===== src/sop_pkg.sv =====
// Package of constants and types for the system option block.
//==================================================================
// Overview of operation
// - Monitor runs in stop only if stop-enabled.
// - Reset-disable option suppresses monitor reset output.
// - Power-disable option powers the monitor down.
// - Trip select: 1 picks 5 V, 0 picks 3.3 V.
// - Trip select cleared only by power-on reset.
// - Stop recovery lasts 32 or 4096 cycles.
// - Monitor reset in stop forces long recovery.
// - Power-on reset gives 4096-cycle stabilization.
// - Halt executes if enabled, else illegal opcode.
// - Watchdog-disable option stops the watchdog.
//==================================================================
package sop_pkg;

   //==============================================================
   // Register map.
   //==============================================================
   localparam logic [7:0] SOP_OFS_OPTION = 8'h00; // Option register.
   localparam logic [7:0] SOP_OFS_STATUS = 8'h04; // Sequencer status.

   // Field positions of the option register.
   localparam int SOP_BIT_WDOG_DIS   = 0; // Watchdog disable.
   localparam int SOP_BIT_HALT_EN    = 1; // Halt instruction enable.
   localparam int SOP_BIT_SHORT_REC  = 2; // Short stop recovery.
   localparam int SOP_BIT_TRIP_SEL   = 3; // Monitor trip select.
   localparam int SOP_BIT_PWR_DIS    = 4; // Monitor power disable.
   localparam int SOP_BIT_RST_DIS    = 5; // Monitor reset disable.
   localparam int SOP_BIT_STOP_EN    = 6; // Monitor enable in stop.

   // Field positions of the status register.
   localparam int SOP_BIT_ST_STOP    = 0; // Device is in stop.
   localparam int SOP_BIT_ST_HOLD    = 1; // Processor is held.
   localparam int SOP_BIT_ST_LONG    = 2; // Long delay in progress.
   localparam int SOP_BIT_ST_MONWAKE = 3; // Last stop ended by monitor.

   // Reset value of the option register.
   localparam logic [7:0] SOP_OPTION_RESET = 8'h00;

   //==============================================================
   // Timing counts, in quad bus clock cycles.
   //==============================================================
   localparam int SOP_SHORT_REC_CYC = 32;   // Short stop recovery.
   localparam int SOP_LONG_REC_CYC  = 4096; // Long recovery and POR.
   localparam int SOP_CNT_W         = 13;   // Holds 0 .. 4096.
   localparam logic [12:0] SOP_SHORT_LAST =
      13'(SOP_SHORT_REC_CYC - 1);
   localparam logic [12:0] SOP_LONG_LAST =
      13'(SOP_LONG_REC_CYC - 1);

   //==============================================================
   // Types.
   //==============================================================
   // Software-visible option fields.
   typedef struct packed {
      logic reserved;           // Reads as zero.
      logic lowvolt_stop_enable;
      logic lowvolt_reset_disable;
      logic lowvolt_power_disable;
      logic lowvolt_trip_select;
      logic short_stop_recovery;
      logic halt_enable;
      logic watchdog_disable;
   } sop_option_s;

   // Power sequencer states.
   typedef enum logic [1:0] {
      SOP_STABILIZE,
      SOP_RUN,
      SOP_STOP,
      SOP_RECOVER
   } sop_state_e;

endpackage : sop_pkg


===== src/sop_system_option.sv =====
// System option register with stop and power-on recovery sequencer.
`timescale 1ns/1ps

module sop_system_option (
   // APB clock and asynchronous power-on reset.
   input  wire logic                     pclk,
   input  wire logic                     presetn,
   // APB slave port.
   input  wire logic                     psel,
   input  wire logic                     penable,
   input  wire logic                     pwrite,
   input  wire logic [7:0]               paddr,
   input  wire logic [31:0]              pwdata,
   output logic      [31:0]              prdata,
   output logic                          pready,
   output logic                          pslverr,
   // Reset sources other than power-on.
   input  wire logic                     sys_reset_req,
   // Processor requests.
   input  wire logic                     halt_opcode_seen,
   input  wire logic                     wake_event,
   // Analog supply monitor trip, asynchronous.
   input  wire logic                     lowvolt_trip_async,
   // Processor and system controls.
   output logic                          cpu_hold,
   output logic                          stop_mode,
   output logic                          illegal_opcode,
   output logic                          watchdog_run,
   // Supply monitor controls.
   output logic                          monitor_power,
   output logic                          monitor_trip_5v,
   output logic                          monitor_reset
);
   import sop_pkg::*;

   //===============================================================
   // Declarations.
   //===============================================================
   sop_option_s            opt_reg, opt_next;     // Option fields.
   sop_state_e             state_reg, state_next; // Sequencer state.
   logic [SOP_CNT_W-1:0]   cnt_reg, cnt_next;     // Delay counter.
   logic [SOP_CNT_W-1:0]   last_reg, last_next;   // Final count.
   logic                   long_reg, long_next;   // Long delay flag.
   logic                   monwake_reg, monwake_next; // Wake cause.
   logic                   trip_meta_reg;         // Sync stage one.
   logic                   trip_sync_reg;         // Sync stage two.
   logic [31:0]            prdata_reg, prdata_next;
   logic                   pready_reg, pready_next;
   logic                   pslverr_reg, pslverr_next;
   logic                   illop_reg, illop_next; // Illegal pulse.
   logic                   hold_reg, hold_next;
   logic                   stop_reg, stop_next;
   logic                   wdog_reg, wdog_next;
   logic                   mpwr_reg, mpwr_next;
   logic                   mtrip_reg, mtrip_next;
   logic                   mrst_reg, mrst_next;
   logic                   wr_opt;                // Option write.
   logic                   mon_powered;           // Monitor on now.
   logic                   mon_reset_evt;         // Monitor reset.
   logic                   soft_reset;            // Non-POR reset.

   //===============================================================
   // Trip synchroniser.
   //===============================================================
   // The monitor comparator is analog, so its trip passes two flops
   // before any logic looks at it.
   always_ff @(posedge pclk or negedge presetn) begin
      if (!presetn) begin
         trip_meta_reg <= 1'b0;
         trip_sync_reg <= 1'b0;
      end else begin
         trip_meta_reg <= lowvolt_trip_async;
         trip_sync_reg <= trip_meta_reg;
      end
   end

   //===============================================================
   // Supply monitor gating.
   //===============================================================
   // The monitor is powered unless disabled, and in stop only when
   // the stop option asks for it.
   always_comb begin
      mon_powered = !opt_reg.lowvolt_power_disable;
      if (state_reg == SOP_STOP) begin
         mon_powered = mon_powered &&
                       opt_reg.lowvolt_stop_enable;
      end
      // A trip only resets the device while resets are allowed.
      mon_reset_evt = trip_sync_reg && mon_powered &&
                      !opt_reg.lowvolt_reset_disable;
      soft_reset    = sys_reset_req || mon_reset_evt;
   end

   //===============================================================
   // APB slave.
   //===============================================================
   // No wait state: the answer is registered in the setup cycle so
   // that pready and prdata come straight from flops.
   always_comb begin
      pready_next  = psel && !penable;
      prdata_next  = 32'h0000_0000;
      pslverr_next = 1'b0;
      if (psel && !penable) begin
         if (paddr == SOP_OFS_OPTION) begin
            prdata_next[7:0] = opt_reg;
         end else if (paddr == SOP_OFS_STATUS) begin
            prdata_next[SOP_BIT_ST_STOP]    = (state_reg == SOP_STOP);
            prdata_next[SOP_BIT_ST_HOLD]    = hold_reg;
            prdata_next[SOP_BIT_ST_LONG]    = long_reg;
            prdata_next[SOP_BIT_ST_MONWAKE] = monwake_reg;
         end else begin
            // Unmapped offsets answer with an error and zero data.
            pslverr_next = 1'b1;
         end
      end
      wr_opt = psel && penable && pready_reg && pwrite &&
               (paddr == SOP_OFS_OPTION);
   end

   always_ff @(posedge pclk or negedge presetn) begin
      if (!presetn) begin
         prdata_reg  <= 32'h0000_0000;
         pready_reg  <= 1'b0;
         pslverr_reg <= 1'b0;
      end else begin
         prdata_reg  <= prdata_next;
         pready_reg  <= pready_next;
         pslverr_reg <= pslverr_next;
      end
   end

   //===============================================================
   // Option register.
   //===============================================================
   // Any reset other than power-on clears every option but the trip
   // select, which only the asynchronous power-on reset clears. A
   // reset wins over a write in the same cycle.
   always_comb begin
      opt_next = opt_reg;
      if (soft_reset) begin
         opt_next = sop_option_s'(SOP_OPTION_RESET);
         opt_next.lowvolt_trip_select =
            opt_reg.lowvolt_trip_select;
      end else if (wr_opt) begin
         opt_next = sop_option_s'(pwdata[7:0]);
         opt_next.reserved = 1'b0;
      end
   end

   always_ff @(posedge pclk or negedge presetn) begin
      if (!presetn) begin
         opt_reg <= sop_option_s'(SOP_OPTION_RESET);
      end else begin
         opt_reg <= opt_next;
      end
   end

   //===============================================================
   // Power sequencer.
   //===============================================================
   // The counter runs from zero at the start of a delay and releases
   // the processor on the edge after it reaches the final count, so
   // the hold lasts exactly the selected number of cycles. The quad
   // bus clock is pclk itself, so no prescaler is needed.
   always_comb begin
      state_next   = state_reg;
      cnt_next     = cnt_reg;
      last_next    = last_reg;
      long_next    = long_reg;
      monwake_next = monwake_reg;
      illop_next   = 1'b0;
      case (state_reg)
         SOP_STABILIZE: begin
            // Power-on stabilization, same length as long recovery.
            if (cnt_reg == SOP_LONG_LAST) begin
               state_next = SOP_RUN;
               long_next  = 1'b0;
               cnt_next   = '0;
            end else begin
               cnt_next = cnt_reg + 13'd1;
            end
         end
         SOP_RUN: begin
            if (halt_opcode_seen && !soft_reset) begin
               if (opt_reg.halt_enable) begin
                  state_next = SOP_STOP;
               end else begin
                  illop_next = 1'b1;
               end
            end
         end
         SOP_STOP: begin
            cnt_next = '0;
            if (mon_reset_evt) begin
               // A monitor reset always brings the long delay.
               state_next   = SOP_RECOVER;
               last_next    = SOP_LONG_LAST;
               long_next    = 1'b1;
               monwake_next = 1'b1;
            end else if (wake_event || sys_reset_req) begin
               state_next   = SOP_RECOVER;
               monwake_next = 1'b0;
               if (opt_reg.short_stop_recovery) begin
                  last_next = SOP_SHORT_LAST;
                  long_next = 1'b0;
               end else begin
                  last_next = SOP_LONG_LAST;
                  long_next = 1'b1;
               end
            end
         end
         SOP_RECOVER: begin
            if (cnt_reg == last_reg) begin
               state_next = SOP_RUN;
               long_next  = 1'b0;
               cnt_next   = '0;
            end else begin
               cnt_next = cnt_reg + 13'd1;
            end
         end
         default: begin
            state_next = SOP_RUN;
         end
      endcase
   end

   always_ff @(posedge pclk or negedge presetn) begin
      if (!presetn) begin
         state_reg   <= SOP_STABILIZE;
         cnt_reg     <= '0;
         last_reg    <= SOP_LONG_LAST;
         long_reg    <= 1'b1;
         monwake_reg <= 1'b0;
      end else begin
         state_reg   <= state_next;
         cnt_reg     <= cnt_next;
         last_reg    <= last_next;
         long_reg    <= long_next;
         monwake_reg <= monwake_next;
      end
   end

   //===============================================================
   // Output registers.
   //===============================================================
   // Every control leaves through a flop fed from the next-cycle values, so
   // the outputs change with the option register, monitor_reset one cycle after it; none of them is timing
   // critical next to the analog monitor's own settling time.
   always_comb begin
      hold_next  = (state_next == SOP_STABILIZE) ||
                   (state_next == SOP_STOP) ||
                   (state_next == SOP_RECOVER);
      stop_next  = (state_next == SOP_STOP);
      wdog_next  = !opt_next.watchdog_disable;
      mpwr_next  = !opt_next.lowvolt_power_disable &&
                   ((state_next != SOP_STOP) ||
                    opt_next.lowvolt_stop_enable);
      mtrip_next = opt_next.lowvolt_trip_select;
      mrst_next  = mon_reset_evt;
   end

   always_ff @(posedge pclk or negedge presetn) begin
      if (!presetn) begin
         illop_reg <= 1'b0;
         hold_reg  <= 1'b1;
         stop_reg  <= 1'b0;
         wdog_reg  <= 1'b0;
         mpwr_reg  <= 1'b0;
         mtrip_reg <= 1'b0;
         mrst_reg  <= 1'b0;
      end else begin
         illop_reg <= illop_next;
         hold_reg  <= hold_next;
         stop_reg  <= stop_next;
         wdog_reg  <= wdog_next;
         mpwr_reg  <= mpwr_next;
         mtrip_reg <= mtrip_next;
         mrst_reg  <= mrst_next;
      end
   end

   // Port connections.
   assign prdata          = prdata_reg;
   assign pready          = pready_reg;
   assign pslverr         = pslverr_reg;
   assign cpu_hold        = hold_reg;
   assign stop_mode       = stop_reg;
   assign illegal_opcode  = illop_reg;
   assign watchdog_run    = wdog_reg;
   assign monitor_power   = mpwr_reg;
   assign monitor_trip_5v = mtrip_reg;
   assign monitor_reset   = mrst_reg;

endmodule : sop_system_option


===== config.mk =====
export PLATFORM = sky130hd
export DESIGN_NAME = sop_system_option
export DESIGN_NICKNAME = d
export VERILOG_FILES = /design/src/sop_pkg.sv /design/src/sop_system_option.sv
export SDC_FILE = /design/constraint.sdc
export NUM_CORES = 1
export LEC_CHECK = 0
export ABC_AREA = 1
export BUFFER_PORTS_ARGS = -buffer_cell sky130_fd_sc_hd__buf_4
export CAP_MARGIN = 20
export CELL_PAD_IN_SITES_DETAIL_PLACEMENT = 1
export CELL_PAD_IN_SITES_GLOBAL_PLACEMENT = 2
export CORE_MARGIN = 4
export CORE_UTILIZATION = 27
export DETAILED_ROUTE_END_ITERATION = 10
export PLACE_DENSITY = 0.89
export SETUP_SLACK_MARGIN = 0.2
export SKIP_CTS_REPAIR_TIMING = 1
export SYNTH_ARGS = -nofsm -noshare
export SYNTH_HDL_FRONTEND = slang
export SYNTH_SLANG_ARGS = --single-unit

===== constraint.sdc =====
create_clock -name pclk -period 1.58 [get_ports pclk]
set_input_delay 0.079 -clock pclk [delete_from_list [all_inputs] [get_ports pclk]]
set_output_delay 0.079 -clock pclk [all_outputs]
set_load 0.02 [all_outputs]

# --- Yosys cells after proc, flatten, opt, wreduce, memory -nomap -nowiden ---
# Index checks and enable logic that the tools add are counted.
op_classes:
  addsub: 1
  n_eq_ne: 12
  mux: 34
  bitwise: 1
  n_reduce_logical: 30
op_table:
  columns: ["cell", "count"]
  rows:
  - ["$mux 13", 4]
  - ["$pmux 13 s3", 1]
  - ["$mux 8", 3]
  - ["$mux 1", 14]
  - ["$add 13x1->13 const B", 1]
  - ["$eq 13x12->1 const B", 1]
  - ["$eq 13x13->1", 1]
  - ["$mux 12", 1]
  - ["$mux 2", 6]
  - ["$mux 4", 3]
  - ["$logic_and 1x1->1", 10]
  - ["$eq 2x2->1 const B", 4]
  - ["$eq 8x3->1 const B", 1]
  - ["$logic_not 8->1", 1]
  - ["$pmux 2 s4", 1]
  - ["$logic_not 1->1", 6]
  - ["$ne 2x2->1 const B", 3]
  - ["$logic_or 1x1->1", 5]
  - ["$logic_not 2->1", 2]
  - ["$reduce_and 2->1", 2]
  - ["$reduce_and 4->1", 1]
  - ["$reduce_bool 2->1", 2]
  - ["$ne 3x2->1 const B", 1]
  - ["$pmux 1 s3", 1]
  - ["3 further kinds", 3]
totals:
  ff_bits: 56
  inputBits: 49
  output_inout_bits: 41
  wordCells: 102

# --- Longest topological paths before layout ---
# Gate-level depths: netlist of the first run.
depth:
  depth_word: 13
  ltp_mapped: 10
  depth_no_buf: 10

# --- Least setup slack after synthesis of the first run ---
# No wires, ideal clock.
synth_path:
  kind: "register -> register"
  start: "reg state_reg[0]"
  end: "reg mtrip_reg, in the netlist monitor_trip_5v"
  setup_time_ns: 0.125
  arrival_time_ns: 1.326
  path_slack_ns: 0.129
  stages_incl_launch_ff: 7
  n_path_buf: 0
  synth_period_minus_slack_ns: 1.451
  path_cell_list: "dfrtp_1 -> inv_2 -> nand3_1 -> nand2_2 -> nand2_4 -> nor2_8 -> mux2_2"
synth_between:
  elab_chain_cells: 7
synth_lines:
  columns: ["item", "line_no", "text"]
  rows:
  - ["start, declared", "sop_system_option.sv:40", "sop_state_e state_reg, state_next;"]
  - ["start signal, assigned", "sop_system_option.sv:235", "state_reg <= state_next;"]
  - ["$eq 2x2->1", "sop_system_option.sv:84", "if (state_reg == SOP_STOP) begin"]
  - ["$mux 1", "sop_system_option.sv:84", null]
  - ["$logic_and 1x1->1 (2 in series)", "sop_system_option.sv:89", "mon_reset_evt = trip_sync_reg && mon_powered &&"]
  - ["$logic_or 1x1->1", "sop_system_option.sv:91", "soft_reset = sys_reset_req || mon_reset_evt;"]
  - ["$not 1->1 (no line)", null, null]
  - ["$reduce_and 2->1 (no line)", null, null]
  - ["end signal, assigned", "sop_system_option.sv:277", "mtrip_reg <= mtrip_next;"]
  - ["end, declared", "sop_system_option.sv:55", "logic mtrip_reg, mtrip_next;"]
# Every way passes these cells.
# A chain may end at the register's enable or synchronous reset.

# --- Worst setup path in the final report of the first run ---
layout_path:
  start: "reg cnt_reg[0]"
  end: "reg cnt_reg[8]"
layout_between:
  elab_chain_cells: 3
  word_cells_on_any_way: 6
  classes_between: "add/sub: 1; eq/ne: 2; mux: 3"
layout_lines:
  columns: ["item", "line_no", "text"]
  rows:
  - ["start, declared", "sop_system_option.sv:41", "logic [SOP_CNT_W-1:0] cnt_reg, cnt_next;"]
  - ["start signal, assigned", "sop_system_option.sv:236", "cnt_reg <= cnt_next;"]
  - ["$add 13x1->13 (tied with other cells)", "sop_system_option.sv:180, sop_system_option.sv:218", null]
  - ["$mux 13, on equally long branches", "sop_system_option.sv:213, sop_system_option.sv:175", null]
  - ["$pmux 13 s3 *", "sop_system_option.sv:172", "case (state_reg)"]
# Every way passes the cells marked *; elsewhere a longest branch is shown, timed or not.

==> results.md, run 1 <==
* Initial antenna violation count at 0
* CTS tree: done
* Final WL at 5290 um
* Worst VDD drop at 0.331 mV
* Post-DRT Antenna Nets at 0
* Pin count of the biggest net entering global routing at 44
* Fmax at 0.629 GHz
* Crit-path max FO at 7
* Layout Nets at 388
* Diodes inserted at 0
* Syn_area_per_cell at around 8.7 sq um
* Die H at 99.5 um
* Tot Pwr at 0.00316 W
* Max Used Layer: met4
* Crit path capture type: flop
* Flop2flop setup slack at -10 ps
* FF+latch count, synth at 43
* Crit path kind: flop to flop
* Detailed Routing Iterations Pass 1 at 4
* Synth cell types at 30
* Die X at 99.5 um
* Hold violation count in the final report at 1
* Skew-Pair Late Insertion Delay at 290 ps
* Fin. max-slew vios at 0
* Layout cells sized above 1 at 0.372
* Num CTS Buffers at 5
* Placed insts at 419
* Setup slack after layout at -10.2 ps
* CP delay by family, top: simple AND/OR/NAND/NOR gates
* Clock slew at the register clock pins of the worst setup and hold paths at 80 ps
* Clock Skew at 8.92 ps
* RSZ-0062 raised after global routing: yes
* Buffers on Ports at 40
* Root Driver: clkbuf_8
* Post-Syn Instances at ~260
* Via count at 1824
* Max reg flops at 13
* H-tree Lvls at 2
* Io pins at 90
* Slowest cell delay on critical path at 370 ps
* Outcome: finished, violations left
* Post-Syn Area at about 2300 sq um
* DRT iter0 DRCs at 35
* Core area at 8180 sq um
* Min cycle time layout at ~1600 ps
* Hold Worst Slack at -6.96 ps
* Hold Path Class: primary input to flop
* Global-route wire length before repair at 8570 um
* Grt ovf at 0
* Initial Util at 0.276
* Crit path required time at 1770 ps
* Violated checks: negative hold slack, negative setup slack
* GP Congestion at 0.810
* Least-Margin Pin Slew at between 500 and 600 ps
* Critical path arrival at 1780 ps
* Synth warn at 0
* Leakage dissipation at 1.58 nW
* Fin cells at roughly 440
* Worst path slowest cell: dfrtp_1
* Vias in the first global route at 1868
* Endpoints failing setup at 5
* Clock buffer depth at 2
* Critical Path, Cell by Cell: ha_2 -> nand3_2 -> nor2_1 -> nand2_1 -> inv_1 -> nand3_2 -> nand3_4 -> nand3_4 -> inv_4 -> nor2_1
* CTS Sinks at 43
* WP buf/inv at 2
* Wire length on met1 at 2170 um
* Tot GR Track Use at 0.106
* Final worst-path cycle share at 1.01
* Crit start category: flop
* DR vias/cell at 4.11
* Row count at 33
* Metal3 WL at 340 um
* Max Cap Viol at 0
* Die area at 9900 sq um
* Layout area overhead at 34.4%
* Register area share after synthesis at 0.478
* HPWL after DPL at 4090 um
* Drt drc at 0
* Power Density at around 1000 nW/um^2
* Max_slew headroom at 0.640
* Post-DR wirelength/cell at 11.9 um
* Metal2 WL at roughly 2700 um
==> area by class of cell <==
class / count / area [sq um]
Fill cell: 985 / 5140
Sequential cell: 43 / 1080
Multi-Input combinational cell: 174 / 1030
Timing Repair Buffer: 70 / 536
Inverter: 44 / 170
Tap cell: 105 / 131
Clock buffer: 7 / 86.3
Clock inverter: 1 / 5.00
==> worst register-to-register path: cells and delay by family (launching register included) <==
kind | cells | cell delay (ps)
adders and majority gates | 1 | 200
buffers and inverters | 2 | 180
DFF | 1 | 370
and+or+nand+nor | 7 | 740
==> through the flow <==
step	setup slack, ps	setup TNS (ps)	area (sq um)	hold WS (ps)	util
floorplan	167	0	2360	-217	-
global placement	-37.4	-140	2710	102	0.331
detailed placement	-60.8	-259	2710	106	0.331
CTS	-90.3	-532	2800	-215	0.342
global route	-131	-1390	3040	-2.03	0.371
finish	-10.2	-44.1	3040	-6.96	0.371
==> cells in the mapped netlist <==
master / instances / share of area
inv_2: 5 / 0.0083
a21oi_1: 5 / 0.011
xnor2_1: 2 / 0.0078
a22oi_2: 1 / 0.0055
nand2_2: 5 / 0.014
nor2_4: 4 / 0.020
dfstp_2: 3 / 0.035
nor2_1: 24 / 0.040
nor2_2: 2 / 0.0055
nor3_2: 1 / 0.0044
dfrtp_1: 40 / 0.44
o21bai_1: 1 / 0.0033
nand4_1: 5 / 0.014
xor2_1: 8 / 0.031
nor3_1: 6 / 0.013
nand3_4: 2 / 0.016
o21ai_2: 1 / 0.0039
ha_1: 1 / 0.0055
nand2_1: 48 / 0.080
o21ai_1: 2 / 0.0044
nand3b_1: 2 / 0.0066
nand3_1: 13 / 0.029
nand2_4: 3 / 0.015
o21ai_0: 10 / 0.022
nor2_8: 1 / 0.0089
buf_4: 24 / 0.080
inv_1: 39 / 0.065
a31oi_1: 1 / 0.0028
conb_1: 1 / 0.0017
mux2_2: 1 / 0.0050
==> where the power goes <==
part	internal [W]	switching (W)	total (W)
registers	0.00125	0.000117	0.00137
logic	0.000463	0.000617	0.00108
clock network	0.000353	0.000364	0.000717
total	0.00207	0.00110	0.00316
==> final timing paths <==
path,start,to,cells past startpoint
setup reg to reg,cnt_reg[0],cnt_reg[8],10
max in group asynchronous,presetn,state_reg[1],2
hold / removal,pwdata[5],opt_reg[5],3
setup / recovery,cnt_reg[0],cnt_reg[8],10
hold reg to reg,trip_meta_reg,trip_sync_reg,0
min in group asynchronous,presetn,prdata[0],2
==> layout by cell type (no fill, tap or decap), types with 5 or more instances in the layout <==
master and count:
nand3_1 7, nor2_1 21, clkbuf_8 6, dfrtp_1 39, a21oi_1 5, nor2_4 5, nand4_1 5, nand2_2 7
buf_4 66, nor3_1 6, o21ai_2 6, inv_1 34, o21ai_0 5, xor2_1 8, nand2_1 45, nand3_4 5
inv_2 8, conb_1 25
==> routing by layer <==
layer | up-vias | GRT usage
met5 | - | 0
met4 | 0 | 0.0252
met3 | 5 | 0.0252
met2 | 48 | 0.194
met1 | 862 | 0.124
li1 | 909 | -
==> cells by family after synthesis <==
| kind of cell | count (synthesis) | synth area share |
|---|---|---|
| buf+inv | 68 | 0.153 |
| fa+ha+maj | 1 | 0.00554 |
| flops | 43 | 0.478 |
| simple gates | 116 | 0.265 |
| compound gates | 21 | 0.0532 |
| mux | 1 | 0.00498 |
| xor+xnor | 10 | 0.0388 |
| other cells | 1 | 0.00166 |
(Power assumes the default switching activity.)
==> run 2: changes to the inputs <==
Settings changed: CORE_UTILIZATION 27 to 24, PLACE_DENSITY 0.89 to 0.84.
Clock period 1.58 ns to 1.4 ns, I/O delays scaled along.
==> run 2 against run 1 <==
  * The flow finishes with violations (negative setup slack)
  * Combinational power is 31% higher
  * Die area is 11% higher
  * Critical path depth is 1 lower
  * Clock skew is 3.8 ps lower
  * Power is 17% higher
  * Routed wire length is 17% higher
  * Via count is 5.9% higher
  * Largest power group unchanged
==> results.md, run 2 (same netlist as run 1, synthesis figures left out) <==
* Outcome: finished, violations left (unchanged)
* Violated checks: negative setup slack (was negative hold slack, negative setup slack)
* Endpoints failing setup at 16 (was 5)
* Post-route setup TNS at -1240 ps (was -44.1 ps)
* WP buf/inv at 1 (was 2)
* Power Density at 1120 nW/um^2 (was 1040 nW/um^2)
* CTS Sinks at 43 (unchanged)
* Grt ovf at 0 (unchanged)
* Crit start category: flop (unchanged)
* Critical path arrival at 1690 ps (was 1780 ps)
* Global-route wire length before repair at 9610 um (was 8570 um)
* Core area at 9200 sq um (was 8180 sq um)
* Clock buffer depth at 2 (unchanged)
* Crit path kind: flop to flop (unchanged)
* Post-route core utilization at 0.361 (was 0.371)
* Num CTS Buffers at 5 (unchanged)
* Initial antenna violation count at 0 (unchanged)
* Crit path required time at 1580 ps (was 1770 ps)
* Row count at 35 (was 33)
* Most used cell, CP: nand3_4
* CP delay by family, top: simple AND/OR/NAND/NOR gates (unchanged)
* Layout cells sized above 1 at 0.427 (was 0.372)
* Min cycle time layout at 1510 ps (was 1590 ps)
* Root Driver: clkbuf_8 (unchanged)
* Io pins at 90 (unchanged)
* Initial Util at 0.246 (was 0.276)
* Post-DRT Antenna Nets at 0 (unchanged)
* Max reg flops at 13 (unchanged)
* Critical Path, Cell by Cell: nand2_1 -> nor2_1 -> nand3_1 -> nand2_1 -> nand3_4 -> nand3_4 -> nand3_4 -> inv_4 -> nor2_1 (was ha_2 -> nand3_2 -> nor2_1 -> nand2_1 -> inv_1 -> nand3_2 -> nand3_4 -> nand3_4 -> inv_4 -> nor2_1)
* Via count at 1932 (was 1824)
* Setup slack after layout at -107 ps (was -10.2 ps)
* Worst path slowest cell: dfrtp_1 (unchanged)
* Die H at 105 um (was 99.5 um)
* Die X at 105 um (was 99.5 um)
* GP Congestion at 0.812 (was 0.810)
* Buffers on Ports at 40 (unchanged)
* Least-Margin Pin Slew at 561 ps (was 541 ps)
* Commonest non-fill, non-tap cells in the layout: 69 x buf_4, 39 x nand2_1, 38 x dfrtp_1 (was 66 x buf_4, 45 x nand2_1, 39 x dfrtp_1)
* Layout area overhead at 46.7% (was 34.4%)
* Max_slew headroom at 0.626 (was 0.640)
* CTS tree: done (unchanged)
* Detailed Routing Iterations Pass 1 at 4 (unchanged)
* Final WL at 6200 um (was 5290 um)
* Final Instance Area at 3320 sq um (was 3040 sq um)
* Max Cap Viol at 0 (unchanged)
* H-tree Lvls at 2 (unchanged)
* Clock slew at the register clock pins of the worst setup and hold paths at 90 ps (was 80 ps)
* Diodes inserted at 0 (unchanged)
* Slowest cell delay on critical path at 370 ps (about the same)
* Die area at 11000 sq um (was 9900 sq um)
* Worst VDD drop at 0.336 mV (was 0.331 mV)
* Layout Nets at 403 (was 388)
* Hold violation count in the final report at 0 (was 1)
* Most common cell after layout, fill and taps aside: buf_4 (unchanged)
* Crit path capture type: flop (unchanged)
* Clock Skew at 5.15 ps (was 8.92 ps)
* HPWL after DPL at 4560 um (was 4090 um)
* Crit-path max FO at 7 (unchanged)
* Skew-Pair Late Insertion Delay at 300 ps (was 290 ps)
* Drt drc at 0 (unchanged)
* Fmax at 0.664 GHz (was 0.629 GHz)
* DRT iter0 DRCs at 56 (was 35)
* Fin. max-slew vios at 0 (unchanged)
* Tot GR Track Use at 0.106 (about the same)
* Pin count of the biggest net entering global routing at 44 (unchanged)
* Post-DR wirelength/cell at 13.3 um (was 11.9 um)
* Leakage dissipation at 1.69 nW (was 1.58 nW)
* Hold Path Class: primary input to flop (unchanged)
* Post-DP Area at 2850 sq um (was 2710 sq um)
* Vias in the first global route at 2024 (was 1868)
* Final worst-path cycle share at 1.08 (was 1.01)
* RSZ-0062 raised after global routing: yes (unchanged)
* Tot Pwr at 0.00371 W (was 0.00316 W)
* DR vias/cell at 4.15 (was 4.11)
## run 2: cell types whose count changed in the layout (fill, tap and decap cells not counted), sizes merged
cell         change
clkinvlp         +1
dlygate4sd3      +4
clkbuf           -1
buf             +11
## run 2: per-layer routing
layer  wire length [um]  share of wire  track usage
met4                 55         0.0089       0.0206
met5                  0              0            0
met2               3250           0.52        0.182
met1               2580           0.42        0.133
met3                313          0.050       0.0290
## run 2: final timing paths
path	startpoint	to	slack [ps]	cells after the start
max reg2reg	cnt_reg[10]	cnt_reg[2]	-110	9
min in group asynchronous	presetn	prdata[3]	310	2
min reg2reg	trip_meta_reg	trip_sync_reg	360	0
max	cnt_reg[10]	cnt_reg[2]	-110	9
max in group asynchronous	presetn	state_reg[0]	680	2
min	pwdata[3]	monitor_trip_5v	5	2
## run 2: worst reg2reg max path, cell delays in order (launching register included)
cell     delay [ps]
dfrtp_1         370
nand2_1          90
nor2_1          170
nand3_1         160
nand2_1         140
nand3_4          90
nand3_4         110
nand3_4         120
inv_4           100
nor2_1           40
## run 2: layout make-up
type | count | area (sq um)
Multi-Input combinational cell | 174 | 1140
Tap cell | 111 | 139
Inverter | 44 | 178
Fill cell | 1091 | 5880
Clock inverter | 2 | 12.5
Sequential cell | 43 | 1080
Timing Repair Buffer | 85 | 688
Clock buffer | 6 | 72.6
## run 2: metrics by stage
| stage | instances | hold WS (ps) | worst slack [ps] |
|---|---|---|---|
| 4_1_cts | 447 | -221 | -138 |
| 3_5_place_dp | 439 | 107 | -123 |
| 5_1_grt | 465 | 0.0571 | -291 |
| 6_report | 465 | 5.19 | -107 |
| 3_3_place_gp | 439 | 91.8 | -78.6 |
| 2_1_floorplan | 285 | -226 | 33.5 |
## run 2: report_power, final
part           total (W)  switching [W]  internal (W)
logic            0.00141       0.000813      0.000601
clock network   0.000792       0.000443      0.000349
registers        0.00151      0.0000977       0.00141
